==> src/inc/sar_adc_defs.svh <==
// Offsets, field positions, reset values and timing counts of the converter
`ifndef SAR_ADC_DEFS_SVH
`define SAR_ADC_DEFS_SVH
`define OFS_STATUS_CONTROL 4'h0
`define OFS_RESULT_HIGH    4'h4
`define OFS_RESULT_LOW     4'h8
`define OFS_CLOCK_CONFIG   4'hC
`define OFS_STATUS_INPUTS  4'h0
`define SC_DONE_BIT        7
`define SC_IRQ_EN_BIT      6
`define SC_CONT_BIT        5
`define CH_OFF_CODE        5'h1f
`define CC_LOW_POWER_BIT   7
`define CC_DIV_HI          6
`define CC_DIV_LO          5
`define CC_INPUT_CLK_BIT   4
`define CC_MODE_HI         3
`define CC_MODE_LO         2
`define CC_LONG_SAMPLE_BIT 1
`define CC_ASYNC_EN_BIT    0
`define SC_RESET_VALUE     8'h1f
`define CC_RESET_VALUE     8'h00
`define MODE_8BIT          2'b00
`define MODE_10BIT         2'b01
`define SAMPLE_SHORT_HALF  6'd7
`define SAMPLE_LONG_HALF   6'd47
`define STEPS_8BIT         4'd8
`define STEPS_10BIT        4'd10
`define ASYNC_DIV_HP       8'd13
`define ASYNC_DIV_LP       8'd25
`endif

==> src/inc/sar_adc_pkg.sv <==
// Types shared by the converter control logic
package sar_adc_pkg;
  typedef enum logic [1:0] {st_idle, st_sample, st_convert} conv_state_e;
endpackage

==> src/rtl/sar_adc_control_registers.sv <==
// Control, clocking and result registers of a 10-bit successive approximation converter
`timescale 1ns/100ps
`include "sar_adc_defs.svh"
// Overview of operation
// RL1: Any control write aborts a conversion and starts one unless channel is all ones.
// RL2: Done flag sets at conversion end, clears on control write or low result read.
// RL3: With interrupt enabled, request rises at conversion end, clears on read or write.
// RL4: Continuous bit with live channel converts back to back, updating results each time.
// RL5: Continuous mode stops on reset, stop without async clock, clock write, control write.
// RL6: After a stop abort, conversions resume only after a new control write.
// RL7: Single mode: each control write with live channel gives exactly one conversion.
// RL8: Five-bit channel field; all ones turns converter off and isolates the pad.
// RL9: Converter drops to low power whenever a conversion completes outside continuous mode.
// RL10: Unused or reserved channels still convert; the result is undefined.
// RL11: High result holds upper bits, updates at completion, unused bits read zero.
// RL12: In 10-bit mode, high read blocks transfers until low read; late results lost.
// RL13: In 8-bit mode high and low results have no read interlock.
// RL14: Two-bit divider codes 0..3 divide the input clock by 1, 2, 4, 8.
// RL15: Without async clock, select bit picks bus clock when set, alternate when clear.
// RL16: Mode 00 is 8-bit, 01 is 10-bit, 10 and 11 reserved; reset gives 8-bit.
// RL17: Result rounds to the selected width, keeping error within half an LSB.
// RL18: Long sample bit gives 23.5 conversion clocks of sampling, else 3.5.
// RL19: Async enable clocks conversions by async source, only while active, also in stop.
// RL20: Async source runs 1 to 2 MHz, or 0.5 to 1 MHz in low power.
// RL21: Low power bit selects the reduced power setting, clear selects high speed.
// RL22: Software keeps bus clock fast enough for precise continuous sample timing.
// RL23: Done flag sets at every conversion end regardless of interrupt enable.
// RL24: Stop without async clock aborts the conversion; results keep the last value.
// RL25: After sampling, one approximation step per conversion clock per result bit; the code takes one extra step for the rounding bit.
module sar_adc_control_registers
  import sar_adc_pkg::*;
(
  input  wire logic        mclk,
  input  wire logic        nrst,
  input  wire logic [3:0]  avs_address,
  input  wire logic        avs_read,
  input  wire logic        avs_write,
  input  wire logic [31:0] avs_writedata,
  output logic      [31:0] avs_readdata,
  output logic             avs_waitrequest,
  input  wire logic        stop_mode,
  input  wire logic        alt_clock_tick,
  input  wire logic        comparator_high,
  output logic             done_irq,
  output logic [4:0]       channel_select,
  output logic             pad_isolate,
  output logic             converter_powered,
  output logic             low_power_config,
  output logic             sample_active,
  output logic [9:0]       dac_trial
);

  // ****************************************************************
  // Synchronisers
  // ****************************************************************
  logic [1:0] stop_sync_r;
  logic [1:0] alt_sync_r;
  logic [1:0] cmp_sync_r;
  logic       alt_prev_r;
  logic [1:0] stop_sync_nxt;
  logic [1:0] alt_sync_nxt;
  logic [1:0] cmp_sync_nxt;
  logic       alt_prev_nxt;
  logic       stop_s;
  logic       alt_tick;
  logic       cmp_s;

  always_comb begin
    stop_sync_nxt = {stop_sync_r[0], stop_mode};
    alt_sync_nxt  = {alt_sync_r[0], alt_clock_tick};
    cmp_sync_nxt  = {cmp_sync_r[0], comparator_high};
    alt_prev_nxt  = alt_sync_r[1];
  end

  always_ff @(posedge mclk) begin
    if (!nrst) begin
      stop_sync_r <= 2'b00;
      alt_sync_r  <= 2'b00;
      cmp_sync_r  <= 2'b00;
      alt_prev_r  <= 1'b0;
    end else begin
      stop_sync_r <= stop_sync_nxt;
      alt_sync_r  <= alt_sync_nxt;
      cmp_sync_r  <= cmp_sync_nxt;
      alt_prev_r  <= alt_prev_nxt;
    end
  end

  assign stop_s   = stop_sync_r[1];
  assign alt_tick = alt_sync_r[1] & ~alt_prev_r;
  assign cmp_s    = cmp_sync_r[1];

  // ****************************************************************
  // Bus decode
  // ****************************************************************
  logic wr_sc;
  logic wr_cc;
  logic rd_rh;
  logic rd_rl;
  logic rd_first;
  logic rd_ack_r;
  logic rd_ack_nxt;

  // Reads wait one cycle so that read data comes from a flip-flop
  assign rd_first        = avs_read && !rd_ack_r;
  assign rd_ack_nxt      = rd_first;
  assign avs_waitrequest = rd_first;
  assign wr_sc = avs_write && (avs_address == `OFS_STATUS_CONTROL);
  assign wr_cc = avs_write && (avs_address == `OFS_CLOCK_CONFIG);
  // Read side effects act once, in the first cycle of a read
  assign rd_rh = rd_first && (avs_address == `OFS_RESULT_HIGH);
  assign rd_rl = rd_first && (avs_address == `OFS_RESULT_LOW);

  always_ff @(posedge mclk) begin
    if (!nrst) begin
      rd_ack_r <= 1'b0;
    end else begin
      rd_ack_r <= rd_ack_nxt;
    end
  end

  // ****************************************************************
  // Registers and conversion engine
  // ****************************************************************
  logic [7:0]  sc_r, sc_nxt;
  logic [7:0]  cc_r, cc_nxt;
  logic        done_r, done_nxt;
  logic        irq_r, irq_nxt;
  logic        lock_r, lock_nxt;
  logic [9:0]  res_r, res_nxt;
  conv_state_e st_r, st_nxt;
  logic [5:0]  half_r, half_nxt;
  logic [3:0]  bit_r, bit_nxt;
  logic [10:0] sar_r, sar_nxt;
  logic [10:0] sar_shift;
  logic [7:0]  adiv_r, adiv_nxt;
  logic [7:0]  async_cnt_r, async_cnt_nxt;
  logic        tick;
  logic        tick_in;
  logic        mode10;
  logic        ch_off;
  logic [3:0]  nbits;
  logic [9:0]  rounded;

  function automatic logic [7:0] div_ratio(input logic [1:0] code);
    div_ratio = 8'h01 << code;  // see RL14
  endfunction

  // ****************************************************************
  // Rounding
  // ****************************************************************
  // Round the raw approximation, last trial bit included, to the width
  function automatic logic [9:0] round_result(input logic [10:0] raw,
                                              input logic        ten_bit);
    if (ten_bit) begin
      round_result = (raw[10:1] == 10'h3ff) ? 10'h3ff
                     : raw[10:1] + {9'h000, raw[0]};  // see RL17
    end else begin
      // Eight-bit mode shifts in only nine trial bits
      round_result = (raw[8:1] == 8'hff) ? 10'h0ff
                     : {2'b00, raw[8:1] + {7'h00, raw[0]}};  // see RL17
    end
  endfunction

  assign mode10 = (cc_r[`CC_MODE_HI:`CC_MODE_LO] == `MODE_10BIT); // see RL16
  assign ch_off = (sc_r[4:0] == `CH_OFF_CODE);
  assign nbits  = mode10 ? `STEPS_10BIT : `STEPS_8BIT;
  assign sar_shift = {sar_r[9:0], cmp_s};
  assign rounded   = round_result(sar_shift, mode10);

  // ****************************************************************
  // Input clock and divider
  // ****************************************************************

  // Input clock choice, async source runs only while converting
  always_comb begin
    async_cnt_nxt = 8'h00;
    tick_in       = 1'b0;
    if (cc_r[`CC_ASYNC_EN_BIT]) begin  // see RL19
      if (st_r != st_idle) begin
        async_cnt_nxt = async_cnt_r + 8'h01;
        // see RL20 see RL21
        if (async_cnt_r >= (cc_r[`CC_LOW_POWER_BIT] ? `ASYNC_DIV_LP
                                                    : `ASYNC_DIV_HP)) begin
          async_cnt_nxt = 8'h00;
          tick_in       = 1'b1;
        end
      end
    end else if (cc_r[`CC_INPUT_CLK_BIT]) begin  // see RL15
      tick_in = 1'b1;
    end else begin
      tick_in = alt_tick;
    end
  end

  // Divider by 1, 2, 4 or 8
  always_comb begin
    adiv_nxt = adiv_r;
    tick     = 1'b0;
    if (tick_in) begin
      if (adiv_r + 8'h01 >= div_ratio(cc_r[`CC_DIV_HI:`CC_DIV_LO])) begin
        adiv_nxt = 8'h00;
        tick     = 1'b1;  // see RL14
      end else begin
        adiv_nxt = adiv_r + 8'h01;
      end
    end
    if (st_r == st_idle) begin
      adiv_nxt = 8'h00;
    end
  end

  always_ff @(posedge mclk) begin
    if (!nrst) begin
      adiv_r      <= 8'h00;
      async_cnt_r <= 8'h00;
    end else begin
      adiv_r      <= adiv_nxt;
      async_cnt_r <= async_cnt_nxt;
    end
  end

  // ****************************************************************
  // Register and state update
  // ****************************************************************
  always_comb begin
    sc_nxt   = sc_r;
    cc_nxt   = cc_r;
    done_nxt = done_r;
    irq_nxt  = irq_r;
    lock_nxt = lock_r;
    res_nxt  = res_r;
    st_nxt   = st_r;
    half_nxt = half_r;
    bit_nxt  = bit_r;
    sar_nxt  = sar_r;
    // Clears first so that a completion in the same cycle wins
    if (rd_rl) begin
      done_nxt = 1'b0;  // see RL2
      irq_nxt  = 1'b0;  // see RL3
      lock_nxt = 1'b0;
    end
    if (rd_rh) begin
      irq_nxt = 1'b0;  // see RL3
      if (mode10) begin
        lock_nxt = 1'b1;  // see RL12
      end
    end
    case (st_r)
      st_idle: begin
      end
      st_sample: begin
        if (tick) begin
          if (half_r <= 6'd2) begin
            st_nxt  = st_convert;
            bit_nxt = 4'h0;
            sar_nxt = 11'h000;
          end else begin
            half_nxt = half_r - 6'd2;
          end
        end
      end
      st_convert: begin
        if (tick) begin
          // see RL25 see RL10
          sar_nxt = sar_shift;
          bit_nxt = bit_r + 4'h1;
          if (bit_r + 4'h1 == nbits + 4'h1) begin
            done_nxt = 1'b1;  // see RL2 see RL23
            if (sc_r[`SC_IRQ_EN_BIT]) begin
              irq_nxt = 1'b1;  // see RL3
            end
            if (!(lock_r && mode10)) begin  // see RL12 see RL13
              res_nxt = rounded;  // see RL11
            end
            if (sc_r[`SC_CONT_BIT]) begin
              st_nxt   = st_sample;  // see RL4
              half_nxt = cc_r[`CC_LONG_SAMPLE_BIT] ? `SAMPLE_LONG_HALF
                                                   : `SAMPLE_SHORT_HALF;
            end else begin
              st_nxt = st_idle;  // see RL7 see RL9
            end
          end
        end
      end
      default: st_nxt = st_idle;
    endcase
    // Stop without async clock aborts and ends continuous mode
    if (stop_s && !cc_r[`CC_ASYNC_EN_BIT]) begin
      st_nxt = st_idle;  // see RL5 see RL6 see RL24
    end
    if (wr_cc) begin
      cc_nxt = avs_writedata[7:0];
      st_nxt = st_idle;  // see RL5
      if (avs_writedata[`CC_MODE_HI:`CC_MODE_LO] != `MODE_10BIT) begin
        lock_nxt = 1'b0;
      end
    end
    if (wr_sc) begin
      sc_nxt   = {1'b0, avs_writedata[6:0]};
      done_nxt = 1'b0;  // see RL2
      irq_nxt  = 1'b0;  // see RL3
      if (avs_writedata[4:0] == `CH_OFF_CODE) begin
        st_nxt = st_idle;  // see RL8
      end else begin
        st_nxt   = st_sample;  // see RL1 see RL5 see RL7
        half_nxt = cc_r[`CC_LONG_SAMPLE_BIT] ? `SAMPLE_LONG_HALF
                                             : `SAMPLE_SHORT_HALF;  // see RL18
      end
    end
  end

  always_ff @(posedge mclk) begin
    if (!nrst) begin
      sc_r        <= `SC_RESET_VALUE;
      cc_r        <= `CC_RESET_VALUE;  // see RL16
      done_r      <= 1'b0;
      irq_r       <= 1'b0;
      lock_r      <= 1'b0;
      res_r       <= 10'h000;
      st_r        <= st_idle;  // see RL5
      half_r      <= 6'd0;
      bit_r       <= 4'h0;
      sar_r       <= 11'h000;
    end else begin
      sc_r        <= sc_nxt;
      cc_r        <= cc_nxt;
      done_r      <= done_nxt;
      irq_r       <= irq_nxt;
      lock_r      <= lock_nxt;
      res_r       <= res_nxt;
      st_r        <= st_nxt;
      half_r      <= half_nxt;
      bit_r       <= bit_nxt;
      sar_r       <= sar_nxt;
    end
  end

  // ****************************************************************
  // Read data and pins
  // ****************************************************************
  logic [31:0] rdata_r, rdata_nxt;

  always_comb begin
    rdata_nxt = 32'h0000_0000;
    if (rd_first) begin
      case (avs_address)
        `OFS_STATUS_CONTROL: rdata_nxt = {24'h00_0000, done_r, sc_r[6:0]};
        `OFS_RESULT_HIGH: rdata_nxt = {30'h0000_0000, res_r[9:8]};  // see RL11
        `OFS_RESULT_LOW: rdata_nxt = {24'h00_0000, res_r[7:0]};
        `OFS_CLOCK_CONFIG: rdata_nxt = {24'h00_0000, cc_r};
        default: rdata_nxt = 32'h0000_0000;
      endcase
    end
  end

  always_ff @(posedge mclk) begin
    if (!nrst) begin
      rdata_r <= 32'h0000_0000;
    end else begin
      rdata_r <= rdata_nxt;
    end
  end

  // Read data stands from the flip-flop in the cycle the read is accepted
  assign avs_readdata      = rdata_r;
  assign done_irq          = irq_r;
  assign channel_select    = sc_r[4:0];  // see RL8
  assign pad_isolate       = ch_off;  // see RL8
  assign converter_powered = (st_r != st_idle);  // see RL9
  assign low_power_config  = cc_r[`CC_LOW_POWER_BIT];  // see RL21
  assign sample_active     = (st_r == st_sample);
  assign dac_trial         = sar_r[9:0];

endmodule // sar_adc_control_registers

==> config.mk <==
export PLATFORM = sky130hd
export DESIGN_NAME = sar_adc_control_registers
export DESIGN_NICKNAME = d
export VERILOG_FILES = /design/src/inc/sar_adc_pkg.sv /design/src/rtl/sar_adc_control_registers.sv
export VERILOG_INCLUDE_DIRS = /design/src /design/src/inc
export SDC_FILE = /design/constraint.sdc
export NUM_CORES = 1
export LEC_CHECK = 0
export BUFFER_PORTS_ARGS = -buffer_cell sky130_fd_sc_hd__buf_2
export CAP_MARGIN = 5
export CORE_ASPECT_RATIO = 1.4
export CORE_UTILIZATION = 49
export CTS_CLUSTER_DIAMETER = 30
export CTS_CLUSTER_SIZE = 30
export DETAILED_ROUTE_END_ITERATION = 6
export GPL_TIMING_DRIVEN = 0
export PLACE_DENSITY = 0.76
export SETUP_SLACK_MARGIN = 0.05
export SKIP_LAST_GASP = 1
export SLEW_MARGIN = 40
export SYNTH_ARGS = -nofsm -noshare
export SYNTH_HDL_FRONTEND = slang
export SYNTH_SLANG_ARGS = --single-unit
==> constraint.sdc <==
create_clock -name mclk -period 2.7 [get_ports mclk]
set_clock_uncertainty 0.2 [all_clocks]
set_input_delay 0.135 -clock mclk [delete_from_list [all_inputs] [get_ports mclk]]
set_output_delay 0.135 -clock mclk [all_outputs]
set_load 0.02 [all_outputs]
-- Word-level counts from Yosys, hierarchy flattened
Cells that the tools add are included.
Widths: inputs -> output; s select.
- register bits after elaboration: 106
- latch bits: 0
- bits in writable memories: 0
- bits in read-only memories: 0
- input port bits: 43
- output and inout bits: 53
- logic and storage cells: 130
- memories: 0
- add/sub/neg operators: 7
- $mul: 0
- divide/modulo/power cells: 0
- magnitude comparators: 3
- equal/unequal tests: 20
- shift-type cells: 1
- multiplexer cells: 55
- bitwise operators: 6
- reductions and logical operators: 20
- operator list (operator ; count):
    $mux 10 ; 5
    $mux 6 ; 8
    $pmux 8 s4 ; 1
    $mux 1 ; 23
    $pmux 10 s2 ; 1
    $add 8x1->8 const B ; 2
    $mux 2 ; 8
    $mux 8 ; 2
    $mux 4 ; 3
    $pmux 6 s2 ; 1
    $add 10x1->10 ; 1
    $eq 10x10->1 const B ; 1
    $eq 5x5->1 const B ; 2
    $ne 5x1->1 const B ; 2
    $ne 5x5->1 const B ; 2
    $add 4x1->4 const B ; 2
    $add 8x1->8 ; 1
    $eq 4x4->1 const B ; 2
    $eq 8x8->1 const B ; 1
    $ge 8x5->1 ; 1
    $ge 8x8->1 ; 1
    $pmux 4 s2 ; 1
    $reduce_and 4->1 ; 2
    $shl 1x2->8 const A ; 1
    other kinds (22) ; 38

-- Depth between registers and ports, before layout
- word-level depth: 11
- mapped depth: 11
- depth with buffers taken out: 9

-- Least setup slack after synthesis
No wires, ideal clock.
- path kind: register -> register
- start point: register cc_r[7]
- end point: register half_r[4]
- library setup time: 0.074 ns
- data arrival time: 2.361 ns
- data required time: 2.426 ns
- setup slack: 0.064 ns
- stages on the path, launching flop included: 10
- path buffers: 0
- period minus slack after synthesis: 2.636 ns
- cell sequence: dfxtp_1 -> inv_1 -> ha_1 -> o211ai_1 -> o211ai_1 -> o311ai_2 -> o21bai_4 -> or3_4 -> or3_1 -> o21ai_0
- longest elaborated chain between the ends: 10
- elaborated cells on any way between the ends: 11
- classes of those cells: order compare (1); mux (10)
- ends and longest elaborated chain (item ; line ; RTL):
    start: declaration ; sar_adc_control_registers.sv:126 ; logic [7:0] cc_r, cc_nxt;
    start signal: assignment ; sar_adc_control_registers.sv:316 ; cc_r <= `CC_RESET_VALUE;
    start signal: assignment ; sar_adc_control_registers.sv:327 ; cc_r <= cc_nxt;
    $mux 5 (no source line) (*) ; n/a ;
    $ge 8x5->1 (*) ; sar_adc_control_registers.sv:183 ; if (async_cnt_r >= (cc_r[`CC_LOW_POWER_BIT] ? `ASYNC_DIV_LP
    $mux 1 (*) ; sar_adc_control_registers.sv:183 ;
    $mux 1 (*) ; sar_adc_control_registers.sv:180 ; if (st_r != st_idle) begin
    $mux 1 (*) ; sar_adc_control_registers.sv:179 ; if (cc_r[`CC_ASYNC_EN_BIT]) begin
    $mux 1 (*) ; sar_adc_control_registers.sv:200 ; if (tick_in) begin
    $mux 6, on equally long branches ; sar_adc_control_registers.sv:264, sar_adc_control_registers.sv:253 ;
    $pmux 6 s2 (*) ; sar_adc_control_registers.sv:249 ; case (st_r)
    $mux 6 ; sar_adc_control_registers.sv:303 ; if (avs_writedata[4:0] == `CH_OFF_CODE) begin
    $mux 6 (*) ; sar_adc_control_registers.sv:299 ; if (wr_sc) begin
    end signal: assignment ; sar_adc_control_registers.sv:333 ; half_r <= half_nxt;
    end: declaration ; sar_adc_control_registers.sv:132 ; logic [5:0] half_r, half_nxt;
Mark *: on every way between the ends. The rest lies on a longest branch, timed or not.
A chain may end at the register's enable or synchronous reset.

-- Worst setup path after layout
- start point: register cc_r[7]
- end point: register bit_r[0]
- longest elaborated chain between the ends: 8
- elaborated cells on any way between the ends: 9
- classes of those cells: order compare (1); eq/ne (2); mux (5); reduce/logical (1)
- ends and longest elaborated chain (item ; line ; RTL):
    $mux 5 (no source line) (*) ; n/a ;
    $ge 8x5->1 (*) ; sar_adc_control_registers.sv:183 ;
    $mux 1 (*) ; sar_adc_control_registers.sv:183 ;
    $mux 1 (*) ; sar_adc_control_registers.sv:180 ;
    $mux 1 (*) ; sar_adc_control_registers.sv:179 ;
    $mux 1 (*) ; sar_adc_control_registers.sv:200 ;
    $ne 2x2->1 (no source line) or $ne 2x1->1 (tied branches) ; n/a ;
    $reduce_and 4->1 (no source line) (*) ; n/a ;
    end signal: assignment ; sar_adc_control_registers.sv:334 ; bit_r <= bit_nxt;
    end: declaration ; sar_adc_control_registers.sv:133 ; logic [3:0] bit_r, bit_nxt;
Marked as above.

==> flow_metrics.py <==
metrics = {
    "layout": {
        "area_delta_synth_final_pct": 26.16,
        "final_util": 0.6476,
        "layout.nets": 669,
        "diodes": 0,
        "fillers": 658,
        "multiInputGateArea_sq_um": 2391,
        "drive_gt1_frac": 0.2300,
        "seq_area_sq_um": 1659,
    },
    "power": {
        "pwr-share-comb": 0.122,
        "pwr-share-clk": 0.441,
        "cellPowerDensity_nw_per_um2": 532.3,
        "swShare": 0.2555,
        "seqPwrFrac": 0.437,
        "p_leak_nw": 2.263,
        "netSwitchingPower_mw": 0.7263,
        "intPower_mw": 2.116,
        "ir_drop_uv": 363.4,
        "p_total_mw": 2.842,
    },
    "clocking": {
        "cts_root_buf": "clkbuf_16",
        "clk_latency_ns": 0.34,
        "cts_tree": "yes",
        "cts_max_path_buffers": 2,
        "numClockSinks": 82,
        "clk_pin_slew_worst_paths_ns": 0.06,
        "numCtsBuffers": 9,
        "cts_htree_levels": 3,
    },
    "logic_synthesis": {
        "ys_seq_area_frac": 0.3878,
        "yosysTopAreaCell": "dfxtp_1",
        "synthArstFlopShare": 0,
        "synth_common_cells": "dfxtp_1, nand2_1, nand3_1, nor2_1, buf_4",
        "synth.avg_cell_area_sq_um": 8.432,
        "synth_ff_type": "dfxtp_1",
        "synth_edf_count": 0,
        "synth_area_sq_um": 4233,
        "synth.top_cell.area_share": 0.3878,
        "synth.distinct_cells": 58,
        "synth-seq-cells": 82,
        "synthCells": 502,
        "yosys_warnings": 0,
        "synthTopCellsByArea": "dfxtp_1, nand2_1, ha_1",
        "yosysMostFrequentCell": "dfxtp_1",
    },
    "grt": {
        "overflow": 0,
        "grtUsageTotal": 0.2409,
        "grt_pass1_wl_microns": 16800,
        "grt_pass1_vias": 3588,
        "grt_start_max_net_pins": 16,
        "antenna_found_initial": 0,
    },
    "floorplanning": {
        "pin_count": 96,
        "die_w_microns": 80.55,
        "core_area_sq_um": 8247,
        "start_util": 0.5133,
        "rows": 39,
        "die_h_microns": 112.0,
        "die-area_sq_um": 9019,
    },
    "timing": {
        "fin_crit_ns": 2.564,
        "worst_slew_pin_slew_ns": 0.8119,
        "rsz0062_at_grt": "true",
        "fin_crit_sh": 0.9498,
        "slew_viol_final": 0,
        "max_freq_mhz": 390.0,
        "finalSetupTns_ns": 0,
        "maxSlewHeadroom": 0.4551,
        "hold_violations": 0,
        "finalSetupViolations": 0,
    },
    "worst_hold_path": {
        "hp-class": "primary input to flop",
    },
    "place": {
        "place_congestion": 0.9104,
        "dp.final_hpwl_microns": 7414,
        "port_buffers": 46,
    },
    "job": {
        "maxCapViolations": 0,
    },
    "worst_setup_path": {
        "worst_setup_path_end_kind": "flop",
        "worstSetupPathType": "flop to flop",
        "path_max_fanout": 7,
        "critPathRequiredTime_ns": 2.77,
        "start_kind": "flop",
        "crit_arrival_ns": 2.63,
    },
    "routing": {
        "vias": 3855,
        "remaining_drc_errors": 0,
        "drt_first_pass_iters": 7,
        "wirelength_microns": 10250,
        "avgRoutedWirePerCell_microns": 14.34,
        "drt-initial-drc-count": 226,
        "final_antenna_net_count": 0,
        "avgViaCountPerCell": 5.392,
    },
    "status": {
        "status": "completed",
    },
}
layout make-up:
cell class	instances	area share
flip-flops and latches	82	0.3107
clock inverters	6	0.01289
multi-input cells	377	0.4478
inverters	18	0.01265
plain buffers	50	0.06186
clock buffers	10	0.04475
repair buffers	70	0.08552
well taps	102	0.02390
cell families after synthesis:
| logic type | count (synthesis) | share of synthesized area |
|---|---|---|
| XOR/XNOR | 17 | 0.03518 |
| AO/OA/AOI/OAI | 106 | 0.1744 |
| multiplexers | 10 | 0.03133 |
| adder cells (fa/ha/maj) | 18 | 0.05321 |
| AND/OR/NAND/NOR | 200 | 0.2306 |
| flip-flops | 82 | 0.3878 |
| other | 1 | 0.0008859 |
| buffers and inverters | 68 | 0.08661 |
critical path, stage by stage, from the launching register on:
cell	delay, ns
dfxtp_4	0.37
inv_2	0.05
ha_4	0.24
o211ai_1	0.07
o211ai_1	0.28
o311ai_4	0.16
o21bai_4	0.25
buf_6	0.14
a21o_1	0.18
buf_6	0.13
or3_1	0.30
a21boi_1	0.12
through the flow:
stage | instance area, sq um | cells | hold WS (ns) | setup slack [ns]
after detailed placement | 4684 | 675 | 0.1455 | -0.3475
after floorplan | 4327 | 527 | 0.05897 | 0.06434
after global placement | 4684 | 675 | 0.1398 | -0.2858
after CTS | 5213 | 708 | 0.06599 | 0.04427
final | 5340 | 715 | 0.04079 | 0.1356
after global routing | 5340 | 715 | 0.06572 | 0.002536
flip-flops by register name, summed over array words and instances (netlist names):
register and cells:
adiv_r 8, alt_prev_r 1, alt_sync_r 2, async_cnt_r 8, avs_readdata 8, bit_r 4
cc_r 8, cmp_sync_r 2, done_irq 1, done_r 1, half_r 6, lock_r 1
rd_ack_r 1, res_r 10, sar_r 10, sc_r 7, st_r 2, stop_sync_r 2
per-layer routing:
metal	global-route usage	routed length, microns	vias to the layer above
met1	0.2838	4207	1781
met4	0.09524	298	0
met2	0.4119	5211	132
met5	0	0	-
li1	-	-	1907
met3	0.05820	535	35
worst paths after layout:
kind,start,to,slack (ns),cells after the start
worst max-delay path,cc_r[7]$_SDFFE_PN0P_,bit_r[0]$_SDFFE_PN0P_,0.14,11
worst min register to register,async_cnt_r[0]$_SDFF_PP0_,async_cnt_r[0]$_SDFF_PP0_,0.23,1
worst max register to register,cc_r[7]$_SDFFE_PN0P_,bit_r[0]$_SDFFE_PN0P_,0.14,11
worst min-delay path,avs_address[1],avs_readdata[6]$_SDFF_PN0_,0.04,4
power groups by stage:
stage	clock (mW)	combinational (mW)	sequential, mW
after floorplan	0	0.236	1.27
after global placement	0	0.307	1.27
after detailed placement	0	0.312	1.27
after CTS	1.28	0.338	1.24
after global routing	1.34	0.382	1.24
final	1.25	0.347	1.24
cell usage in the layout, fill, tap and decap left out, types with 4 or more instances in the layout:
cell	synthesis	layout
nor2_1	33	32
ha_1	18	15
mux2_2	6	6
a21oi_1	13	12
dfxtp_2	0	5
xor2_1	8	7
o21ai_1	1	4
buf_4	29	38
nand2_1	74	74
o211ai_1	4	4
conb_1	1	26
o21ai_0	27	23
nand2b_1	10	10
and3_1	12	12
a22oi_1	6	6
inv_1	18	17
a21boi_0	21	20
nand4_1	5	5
dlygate4sd3_1	0	14
and2_1	10	10
xnor2_1	9	9
clkbuf_1	19	16
dfxtp_1	82	74
buf_6	0	5
buf_2	2	46
clkbuf_16	0	9
nand3_1	33	33
repair_timing:
item	in CTS	in global routing
buffers inserted	3	6
hold buffers	14	0
pin swaps	4	15
setup endpoints to repair	37	34
gates cloned	0	1
resized for setup	19	28
hold endpoints to repair	21	0
No activity file was read; power rests on OpenSTA's default activity.
